[src/vst_pkg.sv]
// constants, register map and types for the valve stroke test supervisor
package vst_pkg;

  // ==========================================================================
  // timing
  // ==========================================================================
  localparam int CLK_HZ         = 100_000_000;           // pclk rate
  localparam int DEBOUNCE_MS    = 10;                    // least stable contact time
  localparam int DEBOUNCE_CYC   = (DEBOUNCE_MS * (CLK_HZ / 1000)); // exact: CLK_HZ is a multiple of 1000
  localparam int DEB_CNT_W      = 20;                    // holds DEBOUNCE_CYC
  localparam int CAP_W          = 24;                    // capture length counter width

  // ==========================================================================
  // register byte offsets
  // ==========================================================================
  localparam logic [7:0] REG_CTRL    = 8'h00;            // configuration bits
  localparam logic [7:0] REG_CAPLEN  = 8'h04;            // closure capture length, cycles
  localparam logic [7:0] REG_CMD     = 8'h08;            // command strobes, read zero
  localparam logic [7:0] REG_STATUS  = 8'h0C;            // live state
  localparam logic [7:0] REG_EVENT   = 8'h10;            // oldest pending closure event

  // ==========================================================================
  // control field positions and reset values
  // ==========================================================================
  localparam int CTRL_W            = 7;
  localparam int CTRL_CONFIGURED   = 0;                  // unit commissioned
  localparam int CTRL_NORM_ENERG   = 1;                  // solenoids normally energised
  localparam int CTRL_REC_ENABLE   = 2;                  // recorder_enable_select
  localparam int CTRL_DUAL_TRIP    = 3;                  // dual_supply_trip_select
  localparam int CTRL_MAN_RESET1   = 4;                  // manual reset, solenoid 1
  localparam int CTRL_MAN_RESET2   = 5;                  // manual reset, solenoid 2
  localparam int CTRL_TEST_VALVE   = 6;                  // 0: solenoid 1, 1: solenoid 2
  localparam logic [CTRL_W-1:0] CTRL_RST   = 7'h00;
  localparam logic [CAP_W-1:0]  CAPLEN_RST = 24'h000100;

  // ==========================================================================
  // command strobe positions
  // ==========================================================================
  localparam int CMD_START_PST  = 0;                     // server-started partial stroke
  localparam int CMD_START_FC   = 1;                     // full closure test
  localparam int CMD_RES_PASS   = 2;
  localparam int CMD_RES_FAIL   = 3;
  localparam int CMD_RES_WARN   = 4;                     // pass with warning
  localparam int CMD_DOWNLOAD   = 5;                     // pop oldest closure event
  localparam int CMD_ABORT      = 6;

  // ==========================================================================
  // event word: [0] supply 1 dropped, [1] supply 2 dropped, [2] full closure test
  // ==========================================================================
  localparam int EV_W    = 3;
  localparam int EV_FC   = 2;
  localparam logic [EV_W-1:0] EV_FC_WORD = 3'h4;
  localparam logic [1:0]      EV_DEPTH   = 2'h2;         // two pending events at most

  // ==========================================================================
  // test state, gray along idle-test-pass-fail-warn
  // ==========================================================================
  typedef enum logic [2:0] {
    VST_IDLE = 3'h0,                                     // no result: lamps dark
    VST_TEST = 3'h1,
    VST_PASS = 3'h3,
    VST_FAIL = 3'h2,
    VST_WARN = 3'h6
  } vst_state_t;

endpackage : vst_pkg

[src/vst_sw_if.sv]
// carrier between the supervisor and its contact debouncer
`timescale 1ns/1ps
interface vst_sw_if #(parameter int N = 4);
  logic [N-1:0] raw;                                     // contact closed = 1
  logic [N-1:0] clean;                                   // debounced level
  modport deb  (input raw, output clean);
  modport user (output raw, input clean);
endinterface : vst_sw_if

[src/vst_supervisor.sv]
// valve stroke test supervisor: switches, solenoid gating, closure recorder, lamps
`timescale 1ns/1ps

module vst_supervisor
  import vst_pkg::*;
#(
  parameter int DEBOUNCE_CYCLES = DEBOUNCE_CYC           // shorten for simulation
) (
  input  wire logic        pclk,
  input  wire logic        presetn,
  input  wire logic        psel,
  input  wire logic        penable,
  input  wire logic        pwrite,
  input  wire logic [7:0]  paddr,
  input  wire logic [31:0] pwdata,
  output logic      [31:0] prdata,
  output logic             pready,
  output logic             pslverr,
  input  wire logic [1:0]  supply_ok,                    // shutdown supply present, per input
  input  wire logic [1:0]  test_sw,                      // test contact closed
  input  wire logic [1:0]  reset_sw,                     // reset contact closed
  output logic      [1:0]  sol_drive,                    // solenoid output powered
  output logic      [1:0]  supply_return_en,             // supply return path closed
  output logic             lamp_pass_sink,
  output logic             lamp_fail_sink,
  output logic             dcs_pass_open,
  output logic             dcs_fail_open
);

  // ==========================================================================
  // contact debouncing
  // ==========================================================================
  vst_sw_if #(.N(4)) sw_if ();                           // {reset2, reset1, test2, test1}

  assign sw_if.raw = {reset_sw, test_sw};

  vst_debounce #(
    .N          (4),
    .CNT_W      (DEB_CNT_W),
    .STABLE_CYC (DEB_CNT_W'(DEBOUNCE_CYCLES))
  ) u_deb (
    .pclk    (pclk),
    .presetn (presetn),
    .sw      (sw_if)
  );

  // ==========================================================================
  // state
  // ==========================================================================
  typedef struct packed {
    logic [CTRL_W-1:0]  ctrl;                            // configuration register
    logic [CAP_W-1:0]   cap_len;                         // capture duration, cycles
    vst_state_t         st;                              // test / result state
    logic               fc_test;                         // running test is a full closure
    logic [1:0]         reset_ok;                        // solenoid supply restored
    logic [1:0]         sol;                             // solenoid outputs
    logic [1:0]         ret;                             // return path enables
    logic               test_prev;                       // combined test contact, last cycle
    logic               rst_prev;                        // combined reset contact, last cycle
    logic [1:0]         sup_prev;                        // supplies, last cycle
    logic               trip_prev;                       // recorder trip level, last cycle
    logic               capturing;                       // closure capture running
    logic [CAP_W-1:0]   cap_cnt;                         // cycles left in capture
    logic [EV_W-1:0]    cap_word;                        // event being captured
    logic [1:0]         ev_cnt;                          // pending events
    logic [EV_W-1:0]    ev0;                             // oldest event
    logic [EV_W-1:0]    ev1;                             // queued event
    logic               lamp_p;
    logic               lamp_f;
    logic [31:0]        rdata;                           // read data, loaded at setup
  } vst_top_t;

  vst_top_t q_r;                                         // registered state
  vst_top_t q_nxt;                                       // next state

  // ==========================================================================
  // apb decode
  // ==========================================================================
  logic        setup_ph;                                 // first cycle of a transfer
  logic        access_ph;                                // completing cycle
  logic        mapped;                                   // address hits a register
  logic        wr_en;                                    // write takes effect now
  logic [31:0] cmd;                                      // command strobes this cycle

  assign setup_ph  = psel & ~penable;
  assign access_ph = psel & penable;
  assign mapped    = (paddr == REG_CTRL) || (paddr == REG_CAPLEN) || (paddr == REG_CMD) ||
                     (paddr == REG_STATUS) || (paddr == REG_EVENT);
  assign wr_en     = access_ph & pwrite;
  assign cmd       = (wr_en && paddr == REG_CMD) ? pwdata : 32'h0000_0000;

  // no wait state: read data is fetched in setup and held in a flop
  assign pready  = access_ph;
  assign pslverr = access_ph & ~mapped;
  assign prdata  = q_r.rdata;

  // ==========================================================================
  // next state
  // ==========================================================================
  always_comb begin
    logic         test_lvl;                              // either test contact closed
    logic         rst_lvl;                               // either reset contact closed
    logic         test_open;                             // test contact just released
    logic         rst_close;                             // reset contact just made
    logic         start_pst;                             // partial stroke request
    logic         start_fc;                              // full closure request
    logic         tv;                                    // index of the valve under test
    logic         pst_ok;                                // partial stroke allowed
    logic         trip;                                  // recorder trip condition
    logic         drop;                                  // any supply fell
    logic         rec_arm;                               // recorder may run
    logic         commit;                                // capture finished this cycle
    logic         testing;
    logic [1:0]   man;                                   // manual reset per solenoid
    test_lvl  = 1'b0;
    rst_lvl   = 1'b0;
    test_open = 1'b0;
    rst_close = 1'b0;
    start_pst = 1'b0;
    start_fc  = 1'b0;
    tv        = 1'b0;
    pst_ok    = 1'b0;
    trip      = 1'b0;
    drop      = 1'b0;
    rec_arm   = 1'b0;
    commit    = 1'b0;
    testing   = 1'b0;
    man       = 2'b00;
    q_nxt     = q_r;

    // register writes
    if (wr_en && paddr == REG_CTRL) begin
      q_nxt.ctrl = pwdata[CTRL_W-1:0];
    end
    if (wr_en && paddr == REG_CAPLEN) begin
      q_nxt.cap_len = pwdata[CAP_W-1:0];
    end

    // contact edges on debounced levels
    test_lvl        = sw_if.clean[0] | sw_if.clean[1];
    rst_lvl         = sw_if.clean[2] | sw_if.clean[3];
    test_open       = q_r.test_prev & ~test_lvl;
    rst_close       = rst_lvl & ~q_r.rst_prev;
    q_nxt.test_prev = test_lvl;
    q_nxt.rst_prev  = rst_lvl;

    // solenoid supply reset, manual or automatic
    man = {q_r.ctrl[CTRL_MAN_RESET2], q_r.ctrl[CTRL_MAN_RESET1]};
    for (int i = 0; i < 2; i++) begin
      if (!supply_ok[i]) begin
        q_nxt.reset_ok[i] = 1'b0;                        // supply lost: needs reset again
      end else if (!q_r.reset_ok[i]) begin
        q_nxt.reset_ok[i] = man[i] ? rst_close : 1'b1;
      end
    end

    // test start and result
    tv        = q_r.ctrl[CTRL_TEST_VALVE];
    drop      = |(q_r.sup_prev & ~supply_ok);
    start_pst = test_open | cmd[CMD_START_PST];
    start_fc  = cmd[CMD_START_FC];
    pst_ok    = q_r.ctrl[CTRL_CONFIGURED] & q_r.reset_ok[tv] &
                (q_r.ev_cnt == 2'h0) & ~q_r.capturing;
    q_nxt.sup_prev = supply_ok;

    if (drop) begin
      q_nxt.st      = VST_IDLE;                          // shutdown: result cleared
      q_nxt.fc_test = 1'b0;
    end else if (q_r.st == VST_TEST) begin
      if (cmd[CMD_ABORT]) begin
        q_nxt.st = VST_IDLE;
      end else if (cmd[CMD_RES_WARN]) begin
        q_nxt.st = VST_WARN;
      end else if (cmd[CMD_RES_FAIL]) begin
        q_nxt.st = VST_FAIL;
      end else if (cmd[CMD_RES_PASS]) begin
        q_nxt.st = VST_PASS;
      end
    end else if (start_fc && q_r.ctrl[CTRL_CONFIGURED] && q_r.reset_ok[tv]) begin
      q_nxt.st      = VST_TEST;
      q_nxt.fc_test = 1'b1;
    end else if (start_pst && pst_ok) begin
      q_nxt.st      = VST_TEST;
      q_nxt.fc_test = 1'b0;
    end

    // closure recorder
    rec_arm = q_r.ctrl[CTRL_REC_ENABLE] & q_r.ctrl[CTRL_NORM_ENERG];
    trip    = q_r.ctrl[CTRL_DUAL_TRIP] ? ~(supply_ok[0] | supply_ok[1])
                                       : ~supply_ok[0];
    q_nxt.trip_prev = trip;
    commit  = q_r.capturing & (q_r.cap_cnt <= CAP_W'(1));
    if (commit) begin
      q_nxt.capturing = 1'b0;
      q_nxt.cap_cnt   = '0;
    end else if (q_r.capturing) begin
      q_nxt.cap_cnt = q_r.cap_cnt - CAP_W'(1);
    end else if (rec_arm && trip && !q_r.trip_prev && q_r.ev_cnt < EV_DEPTH) begin
      q_nxt.capturing = 1'b1;
      q_nxt.cap_cnt   = q_r.cap_len;
      q_nxt.cap_word  = {1'b0, ~supply_ok};
    end

    // event store: download first, then a finished capture takes the free slot
    if (cmd[CMD_DOWNLOAD] && q_r.ev_cnt != 2'h0) begin
      q_nxt.ev0    = q_r.ev1;
      q_nxt.ev1    = '0;
      q_nxt.ev_cnt = q_r.ev_cnt - 2'h1;
    end
    if (commit) begin
      if (q_nxt.ev_cnt == 2'h0) begin
        q_nxt.ev0 = q_r.cap_word;
      end else begin
        q_nxt.ev1 = q_r.cap_word;
      end
      q_nxt.ev_cnt = q_nxt.ev_cnt + 2'h1;
    end

    // full closure result replaces whatever closure is stored
    if (q_r.st == VST_TEST && q_r.fc_test && !drop &&
        (cmd[CMD_RES_PASS] | cmd[CMD_RES_FAIL] | cmd[CMD_RES_WARN]) &&
        q_nxt.ev_cnt != 2'h0) begin
      q_nxt.ev0    = EV_FC_WORD;
      q_nxt.ev1    = '0;
      q_nxt.ev_cnt = 2'h1;
    end

    // solenoid gating from the supplies
    testing = (q_nxt.st == VST_TEST);
    for (int i = 0; i < 2; i++) begin
      q_nxt.ret[i] = ~(testing & (tv == i[0]));
      q_nxt.sol[i] = supply_ok[i] & q_nxt.reset_ok[i] & q_nxt.ret[i];
    end

    // lamps and status contacts
    q_nxt.lamp_p = q_nxt.ctrl[CTRL_CONFIGURED] &
                   (q_nxt.st == VST_PASS || q_nxt.st == VST_WARN);
    q_nxt.lamp_f = q_nxt.ctrl[CTRL_CONFIGURED] &
                   (q_nxt.st == VST_FAIL || q_nxt.st == VST_WARN);

    // read data fetched in the setup cycle
    if (setup_ph && !pwrite) begin
      unique case (paddr)
        REG_CTRL:   q_nxt.rdata = {{(32-CTRL_W){1'b0}}, q_r.ctrl};
        REG_CAPLEN: q_nxt.rdata = {{(32-CAP_W){1'b0}}, q_r.cap_len};
        REG_STATUS: q_nxt.rdata = {18'h0_0000, q_r.sol, test_lvl, rst_lvl, supply_ok,
                                   q_r.reset_ok, q_r.capturing, q_r.ev_cnt, q_r.st};
        REG_EVENT:  q_nxt.rdata = {{(32-EV_W){1'b0}}, q_r.ev0};
        default:    q_nxt.rdata = 32'h0000_0000;         // command and unmapped
      endcase
    end
  end

  // register the state copy
  always_ff @(posedge pclk or negedge presetn) begin
    if (!presetn) begin
      q_r          <= '0;
      q_r.ctrl     <= CTRL_RST;
      q_r.cap_len  <= CAPLEN_RST;
      q_r.st       <= VST_IDLE;
      q_r.ret      <= 2'b11;
    end else begin
      q_r <= q_nxt;
    end
  end

  // ==========================================================================
  // outputs
  // ==========================================================================
  assign sol_drive        = q_r.sol;
  assign supply_return_en = q_r.ret;
  assign lamp_pass_sink   = q_r.lamp_p;
  assign lamp_fail_sink   = q_r.lamp_f;
  assign dcs_pass_open    = q_r.lamp_p;
  assign dcs_fail_open    = q_r.lamp_f;

endmodule : vst_supervisor

[src/vst_debounce.sv]
// two-flop synchroniser and stability filter per contact
`timescale 1ns/1ps
module vst_debounce
  import vst_pkg::*;
#(
  parameter int                 N          = 4,
  parameter int                 CNT_W      = DEB_CNT_W,
  parameter logic [CNT_W-1:0]   STABLE_CYC = CNT_W'(DEBOUNCE_CYC)
) (
  input  wire logic  pclk,
  input  wire logic  presetn,
  vst_sw_if.deb      sw
);

  // ==========================================================================
  // state
  // ==========================================================================
  typedef struct packed {
    logic [N-1:0]            s1;                         // first sync stage
    logic [N-1:0]            s2;                         // second sync stage
    logic [N-1:0]            lvl;                        // accepted level
    logic [N-1:0][CNT_W-1:0] cnt;                        // cycles the input differed
  } vst_deb_t;

  vst_deb_t q_r;                                         // registered state
  vst_deb_t q_nxt;                                       // next state

  // ==========================================================================
  // filter: a level is accepted only after it has held steadily
  // ==========================================================================
  always_comb begin
    q_nxt    = q_r;
    q_nxt.s1 = sw.raw;
    q_nxt.s2 = q_r.s1;                                   // only reader of s1
    for (int i = 0; i < N; i++) begin
      if (q_r.s2[i] == q_r.lvl[i]) begin
        q_nxt.cnt[i] = '0;                               // bounce back resets the wait
      end else if (q_r.cnt[i] == STABLE_CYC - CNT_W'(1)) begin
        q_nxt.lvl[i] = q_r.s2[i];
        q_nxt.cnt[i] = '0;
      end else begin
        q_nxt.cnt[i] = q_r.cnt[i] + CNT_W'(1);
      end
    end
  end

  // register the state copy
  always_ff @(posedge pclk or negedge presetn) begin
    if (!presetn) begin
      q_r <= '0;
    end else begin
      q_r <= q_nxt;
    end
  end

  assign sw.clean = q_r.lvl;

endmodule : vst_debounce

[config.mk]
export PLATFORM = sky130hd
export DESIGN_NAME = vst_supervisor
export DESIGN_NICKNAME = d
export VERILOG_FILES = /design/src/vst_pkg.sv /design/src/vst_sw_if.sv /design/src/vst_supervisor.sv /design/src/vst_debounce.sv
export SDC_FILE = /design/constraint.sdc
export NUM_CORES = 1
export LEC_CHECK = 0
export ABC_AREA = 1
export BUFFER_PORTS_ARGS = -buffer_cell sky130_fd_sc_hd__buf_2
export CORE_AREA = 2 2 140 156
export DETAILED_ROUTE_END_ITERATION = 8
export DIE_AREA = 0 0 142 158
export PLACE_DENSITY = 0.68
export RECOVER_POWER = 25
export SYNTH_ARGS = -nofsm -noshare
export SYNTH_HDL_FRONTEND = slang
export SYNTH_SLANG_ARGS = --single-unit
[constraint.sdc]
create_clock -name pclk -period 2.1 [get_ports pclk]
set_input_delay 0 -clock pclk [delete_from_list [all_inputs] [get_ports pclk]]
set_output_delay 0 -clock pclk [all_outputs]
set_load 0.03 [all_outputs]
# Word level (Yosys, flattened, before mapping)
# Cells that the tools add are included.
[totals]
ff_bits = 207
inputBits = 51
out_inout_bits = 42
word_cells = 177
[op_classes]
n_addsub = 7
magnitude_cmp = 3
n_eq_ne = 18
muxes = 38
bitwise_logic = 42
reduce_logical = 38
[op_table]
columns = ["cell", "n"]
rows = [
  ["20-bit 2-to-1 mux", 8],
  ["24-bit case mux with 4 select lines", 1],
  ["20-bit by 1-bit adder with 20-bit output (second input constant)", 4],
  ["20-bit equality test (second input constant)", 4],
  ["28-bit 2-to-1 mux", 1],
  ["25-bit 2-to-1 mux", 1],
  ["24-bit by 1-bit <= comparator with 1-bit output (second input constant)", 1],
  ["24-bit 2-to-1 mux", 1],
  ["8-bit 2-to-1 mux", 3],
  ["24-bit by 1-bit subtractor with 24-bit output (second input constant)", 1],
  ["3-bit 2-to-1 mux", 7],
  ["1-bit bitwise AND", 19],
  ["8-bit by 4-bit equality test with 1-bit output (second input constant)", 2],
  ["1-bit logical AND", 15],
  ["1-bit inverter", 15],
  ["1-bit 2-to-1 mux", 12],
  ["4-bit 2-to-1 mux", 3],
  ["2-bit AND reduction", 5],
  ["8-bit by 3-bit equality test with 1-bit output (second input constant)", 1],
  ["8-bit by 5-bit equality test with 1-bit output (second input constant)", 1],
  ["8-bit zero test", 1],
  ["7-bit 2-to-1 mux", 1],
  ["3-bit by 1-bit equality test with 1-bit output (second input constant)", 2],
  ["3-bit by 2-bit equality test with 1-bit output (second input constant)", 2],
  ["17 further kinds", 35],
]

# Depth between registers and ports, before layout
# Gate-level depths: netlist (run 1).
[logic_depth]
depth_word = 14
mapped_depth = 14
ltp_nobuf = 14

# Cells and area by module
# Synthesis (run 1) repeated with hierarchy kept, for this count alone.
[unflattened]
cells_unflattened = 1325
hier_area_um2 = 10716.5
[by_module_without_submodules]
columns = ["mod", "instances", "cells_per_inst", "area_per_inst_um2"]
rows = [
  ["vst_supervisor", 1, 711, 5774.3],
  ["vst_debounce", 1, 614, 4942.2],
]

# Least setup slack after synthesis (run 1)
# Ideal clock, no wire load.
[synth_timing]
kind = "register -> register"
from = "reg q_r[40] (netlist bit)"
to = "reg q_r[39] (netlist bit)"
setup_ps = 121
t_arrival_ps = 1682
slack_ps = 297
path_stages_with_launch = 12
n_path_buf = 0
path_cell_list = "dfrtp_1 > inv_1 > ha_1 > nor3_2 > nand2_1 > nand2_2 > inv_1 > ha_1 > mux2i_4 > nand2_4 > nand3_2 > nand2_1"
[synth_lines]
columns = ["item", "line", "rtl"]
rows = [
  ["from (decl)", "vst_supervisor.sv:73", "vst_top_t q_r;"],
  ["from (signal assigned)", "vst_supervisor.sv:263", "q_r <= q_nxt;"],
]

==> run metrics, run 1 <==
status=complete, no violations; largest net degree at the start of global routing=53; Routed Antenna Nets=0; Cells after Synth=1215; Slew Limit Fails=0; switching power total=1.96 mW; crit start category=flop; RSZ-0062 raised after global routing=false; number of max-cap violations=0; Power, Total=7.59 mW; CP endpoint kind=flop; FF-to-FF Start=q_r[41]; CTS sink cnt=199; CTS root buffer=clkbuf_16; r2r worst-path depth=12; clock share of power=43.1%; ys flop type=dfrtp_1; Synth Area in Adders=0.974%; xor and xnor area share after synthesis=3.41%; gr ovfl total=0; crit path to=q_r[39]; final-report hold violation count=0; Final HPWL DP=16900 µm; Synth Area in Simple Gates=23.9%; Leak=5.65 nW; Ys Warns=0; RR Endpoint=q_r[39]; mean routed wirelength per cell=14.6 µm; first-pass GRT wire length=38600 µm; HP Class=primary input to flop; GP Congestion=0.864; internal power=5.63 mW; combinational share of power=5.3%; register area share after synthesis=48.5%; Setup CP Type=flop to flop; Mapped Area=10300 µm²; antenna violations before repair=0; die area=22400 µm²; Final period util=92.1%; crit path from=q_r[41]; DRT Pass-1 Iters=5; CORE AREA=21000 µm²; worst-path fanout max=6; syn avg cell area=8.46 µm²; Reg clk slew, reported paths=80 ps; Total Wirelength=23200 µm; routed vias=8252; TritonCTS Buffers=17; TritonCTS clock tree=built; Area growth syn-to-layout=14.4%; IO Pins=93; Final min period=1930 ps; Layout Nets=1373; ys async rst share=100%; CTS H-tree lvls=4; CTS max path bufs=2; post-synthesis compound-gate area fraction=11.6%; Setup Buffers After CTS=0; Die W=142 µm; ANT cells=0; share of power burned in registers=51.6%; multiplexer area fraction after synthesis=1.64%; actual slew at the worst max-slew pin=1320 ps; switching part of the total=25.8%; die height=158 µm; combinational family with the most area after synthesis=simple AND/OR/NAND/NOR gates; CP required=2430 ps; Reg2Reg Setup Slack=170 ps; DRC=0; slew margin rel.=11.9%; layout cells sized above 1=16.6%; Power Dens Cells=645 nW/µm²; starting density of the core=49.1%; Iteration-0 DRC Markers=425; GR Util All Layers=21.5%; Clock Skews=12.5 ps; number of synthesized flops with an enable pin=0; clock latency on the worst-skew pair=450 ps; unique cell type count in the Yosys netlist=56; DR vias/cell=5.20; VDD IR max=0.563 mV; PortBufs=76; setup TNS=0 ps; Yosys reg bits=199; CP arrival=2260 ps; vias in the first global route=8058; Max Freq=0.517 GHz; final setup violation count=0; # rows=56
## final cells by class
cell class	count	area, µm²
Tap cell	261	327
Clock buffer	17	425
Fill cell	1880	9190
Multi-Input combinational cell	796	4340
Inverter	169	641
Sequential cell	199	4980
Timing Repair Buffer	131	876
Clock inverter	15	175
## sequential cells by signal, indices dropped and copies added, names as in the netlist
signal            cells
u_deb.q_r            84
q_r                  77
prdata               24
u_deb.q_nxt           4
u_deb.sw.clean        4
sol_drive             2
supply_return_en      2
dcs_fail_open         1
dcs_pass_open         1
## power by group through the flow
stage	clock network [mW]	logic, mW	registers, mW
after global placement	0	0.358	3.99
after global routing	3.49	0.452	3.92
after floorplan	0	0.184	3.98
after detailed placement	0	0.360	3.99
after CTS	3.35	0.409	3.92
final	3.27	0.399	3.92
## metal layers
metal  up-vias  track usage [%]  wire (µm)
met5         -                0          0
met1      3958             27.3      10400
met4         0             7.00        498
li1       4110                -          -
met3        39             3.63        723
met2       145             37.4      11600
## critical path: stages, from the launching register on
cell     delay (ps)
dfrtp_1         390
inv_1           160
ha_4            180
inv_1            60
nand3_4         100
nand2_1          80
nand2_2         100
inv_1            50
ha_1            300
mux2i_4         180
nand2_4         100
nand3_2          70
nand2_1          50
## how the worst min path moves through the flow
stage | from | end | slack (ps) | cells past startpoint
CTS | psel | prdata[13] | 50 | 5
detailed placement | presetn | u_deb.q_r[13] | -20 | 1
global placement | presetn | u_deb.q_r[14] | -10 | 1
global route | psel | prdata[12] | 70 | 5
finish | psel | prdata[8] | 50 | 5
floorplan | presetn | dcs_fail_open | -300 | 0
## synth_stat cells, drive strengths merged (3+ instances only)
cell    instances  area share [%]
xnor2           6            0.51
nor2          165             6.9
buf            46             3.3
nand2         231             8.8
ha              8            0.97
clkbuf         12            0.44
a221oi          3            0.26
dfrtp         196              48
nand4          17             1.0
nor4           10            0.88
xor2           34             2.9
dfstp           3            0.77
nor3           33             2.1
or2             3            0.21
inv           168             6.2
mux2           13             1.4
a211oi          5            0.37
nand3          61             3.4
a22o            3            0.26
o22ai          19             1.7
nor3b           4            0.34
a32oi           3            0.26
a31oi           3            0.18
o31ai          10            0.73
a22oi          11            0.80
o21ai          82             4.0
a21oi          54             2.7
and3            3            0.18
## metrics by stage
stage          worst slack [ps]  utilization [%]  hold slack [ps]  std cells  cell area (µm²)
6_report                    165             56.1             48.8       1588            11800
5_1_grt                    19.4             56.1             68.7       1588            11800
4_1_cts                     118             56.1             51.1       1588            11700
3_5_place_dp                128             51.7            -19.2       1525            10800
3_3_place_gp                208             51.7            -14.6       1525            10800
2_1_floorplan               297                -             -296       1222            10300
## logic make-up (layout without fill, tap and decap cells)
kind of cell,Yosys count,count (layout)
AND/OR/NAND/NOR,528,528
buffers and inverters,227,332
flip-flops,199,199
AO/OA/AOI/OAI,198,198
XOR/XNOR,40,40
multiplexers,14,14
adder cells (fa/ha/maj),8,8
other,1,8
## cells in the final DEF, fill, tap and decap left out, types with 25 or more instances in the layout
cell type,count
nand3_1,55
nor3_1,25
o21ai_0,72
inv_1,159
nor2_1,144
dfrtp_1,196
buf_2,73
xor2_1,34
a21oi_1,54
dlygate4sd3_1,31
nand2_1,220
## repair_timing
action / CTS / global route
gates resized for setup: 0 / 10
hold buffers: 31 / 0
hold endpoints to repair: 241 / 0
setup endpoints to repair: 0 / 15
Power figures use the tool's default switching activity.
==> inputs of run 2 (changes only) <==
- clock period: 2.1 -> 2.09 ns (I/O delays scaled with it)
==> run metrics, run 2 (same netlist as run 1, synthesis figures left out) <==
gr ovfl total=0 (unchanged); Routed Antenna Nets=0 (unchanged); Power Dens Cells=660 nW/µm² (was 645 nW/µm²); HP Class=primary input to flop (unchanged); CTS root buffer=clkbuf_16 (unchanged); RR Endpoint=q_r[59] (was q_r[39]); Reg clk slew, reported paths=80 ps (about the same); final-report hold violation count=0 (unchanged); FF-to-FF Start=q_r[45] (was q_r[41]); Power, Total=7.78 mW (was 7.59 mW); internal power=5.79 mW (was 5.63 mW); CORE AREA=21000 µm² (unchanged); setup TNS=0 ps (unchanged); IO Pins=93 (unchanged); Clock Skews=11.7 ps (was 12.5 ps); Worst path depth=9 (was 12); r2r worst-path depth=9 (was 12); Setup CP Type=flop to flop (unchanged); CP endpoint kind=flop (unchanged); actual slew at the worst max-slew pin=1340 ps (was 1320 ps); slowest CP cell=dfrtp_1 (unchanged); ANT cells=0 (unchanged); crit start category=flop (unchanged); GP Congestion=0.880 (was 0.864); status=complete, no violations (unchanged); # rows=56 (unchanged); switching power total=1.98 mW (was 1.96 mW); number of max-cap violations=0 (unchanged); CTS H-tree lvls=4 (unchanged); layout cells sized above 1=16.3% (was 16.6%); worst-path fanout max=6 (unchanged); Max Freq=0.513 GHz (was 0.517 GHz); CP Buf/Inv Count=1 (was 3); Top reg by flops=u_deb.q_r (unchanged); VDD IR max=0.594 mV (was 0.563 mV); Layout Nets=1372 (was 1373); largest net degree at the start of global routing=54 (was 53); CP required=2420 ps (was 2430 ps); sequence of cells on the critical path=inv_1 -> ha_1 -> nand2_1 -> nor2_1 -> nand3_1 -> o31ai_1 -> o22ai_1 -> nand2_1 -> o21ai_0 (was inv_1 -> ha_4 -> inv_1 -> nand3_4 -> nand2_1 -> nand2_2 -> inv_1 -> ha_1 -> mux2i_4 -> nand2_4 -> nand3_2 -> nand2_1); commonest non-fill, non-tap cell in the layout=nand2_1 (unchanged); CTS max path bufs=2 (unchanged); Die W=142 µm (unchanged); Iteration-0 DRC Markers=569 (was 425); first-pass GRT wire length=38600 µm (about the same); final setup violation count=0 (unchanged); Max stage delay on crit path=430 ps (was 390 ps); CP arrival=2280 ps (was 2260 ps); max FFs per register=84 (unchanged); RSZ-0062 raised after global routing=false (unchanged); delay-heaviest family, CP=simple AND/OR/NAND/NOR gates (unchanged); share of power burned in registers=50.6% (was 51.6%); antenna violations before repair=0 (unchanged); Slew Limit Fails=0 (unchanged); Leak=5.67 nW (was 5.65 nW); Total Wirelength=22900 µm (was 23200 µm); DR vias/cell=5.19 (was 5.20); routed vias=8238 (was 8252); slew margin rel.=10.4% (was 11.9%); most frequent cells in the layout=nand2_1 (220), dfrtp_1 (196), inv_1 (159) (unchanged); Final HPWL DP=16700 µm (was 16900 µm); Final period util=93.2% (was 92.1%); CP most frequent cell=nand2_1 (was inv_1); TritonCTS Buffers=17 (unchanged); starting density of the core=49.1% (unchanged); DRC=0 (unchanged); Reg2Reg Setup Slack=140 ps (was 170 ps); CTS sink cnt=199 (unchanged); combinational share of power=5.2% (was 5.3%); TritonCTS clock tree=built (unchanged); die height=158 µm (unchanged); DRT Pass-1 Iters=5 (unchanged); vias in the first global route=8084 (was 8058); PortBufs=76 (unchanged); GR Util All Layers=21.5% (about the same); die area=22400 µm² (unchanged); switching part of the total=25.5% (was 25.8%); crit path from=q_r[45] (was q_r[41]); clock latency on the worst-skew pair=440 ps (was 450 ps); Area growth syn-to-layout=14.7% (was 14.4%); crit path to=q_r[59] (was q_r[39]); Final min period=1950 ps (was 1930 ps); clock share of power=44.2% (was 43.1%); mean routed wirelength per cell=14.4 µm (was 14.6 µm)
==> run 2: power groups by stage <==
stage                     logic, mW  registers (mW)  clock network [mW]
after global placement        0.359            4.01                   0
after detailed placement      0.363            4.01                   0
after floorplan               0.185            4.00                   0
final                         0.401            3.94                3.44
after global routing          0.454            3.94                3.70
after CTS                     0.411            3.94                3.54
==> run 2: worst min-delay path: stages <==
cell and delay (ps):
buf_2 90, nand2_1 60, buf_4 200, nand2_1 70, nand2_1 40
==> run 2: what timing repair did <==
| action | 4_1_cts | 5_1_grt |
|---|---|---|
| buffers inserted | 0 | 0 |
| hold buffers | 31 | 0 |
| setup endpoints to repair | 0 | 18 |
| hold endpoints to repair | 240 | 0 |
| resized for setup | 0 | 6 |
==> run 2: per-stage QoR <==
| stage | instances | hold slack, ps | instance area (µm²) | utilization [%] | worst slack (ps) |
|---|---|---|---|---|---|
| detailed placement | 1524 | -0.00142 | 10800 | 51.7 | 139 |
| global placement | 1524 | -2.64 | 10800 | 51.7 | 185 |
| global route | 1587 | 84.0 | 11800 | 56.3 | 12.7 |
| floorplan | 1222 | -296 | 10300 | - | 287 |
| finish | 1587 | 49.6 | 11800 | 56.3 | 141 |
| CTS | 1587 | 44.0 | 11800 | 56.2 | 125 |
==> run 2: layout make-up <==
| type | count | area, µm² |
|---|---|---|
| Fill cell | 1885 | 9160 |
| Multi-Input combinational cell | 796 | 4320 |
| Inverter | 169 | 641 |
| Clock inverter | 15 | 205 |
| Tap cell | 261 | 327 |
| Timing Repair Buffer | 130 | 886 |
| Sequential cell | 199 | 4980 |
| Clock buffer | 17 | 425 |
==> run 2: how the worst min path moves through the flow <==
stage	from	to	slack, ps	cells after the start
5_1_grt	psel	prdata[0]	80	5
3_3_place_gp	presetn	u_deb.q_r[14]	-3	1
2_1_floorplan	presetn	dcs_fail_open	-300	0
6_report	psel	prdata[2]	50	5
4_1_cts	psel	prdata[2]	40	5
3_5_place_dp	presetn	u_deb.q_r[13]	-0.001	1
==> run 2: metal layers <==
metal / track usage (%) / share of wire (%) / vias up
li1: - / - / 4112
met1: 28.1 / 45 / 3938
met2: 36.5 / 50 / 156
met3: 3.72 / 3.3 / 32
met4: 6.95 / 2.1 / 0
met5: 0 / 0 / -
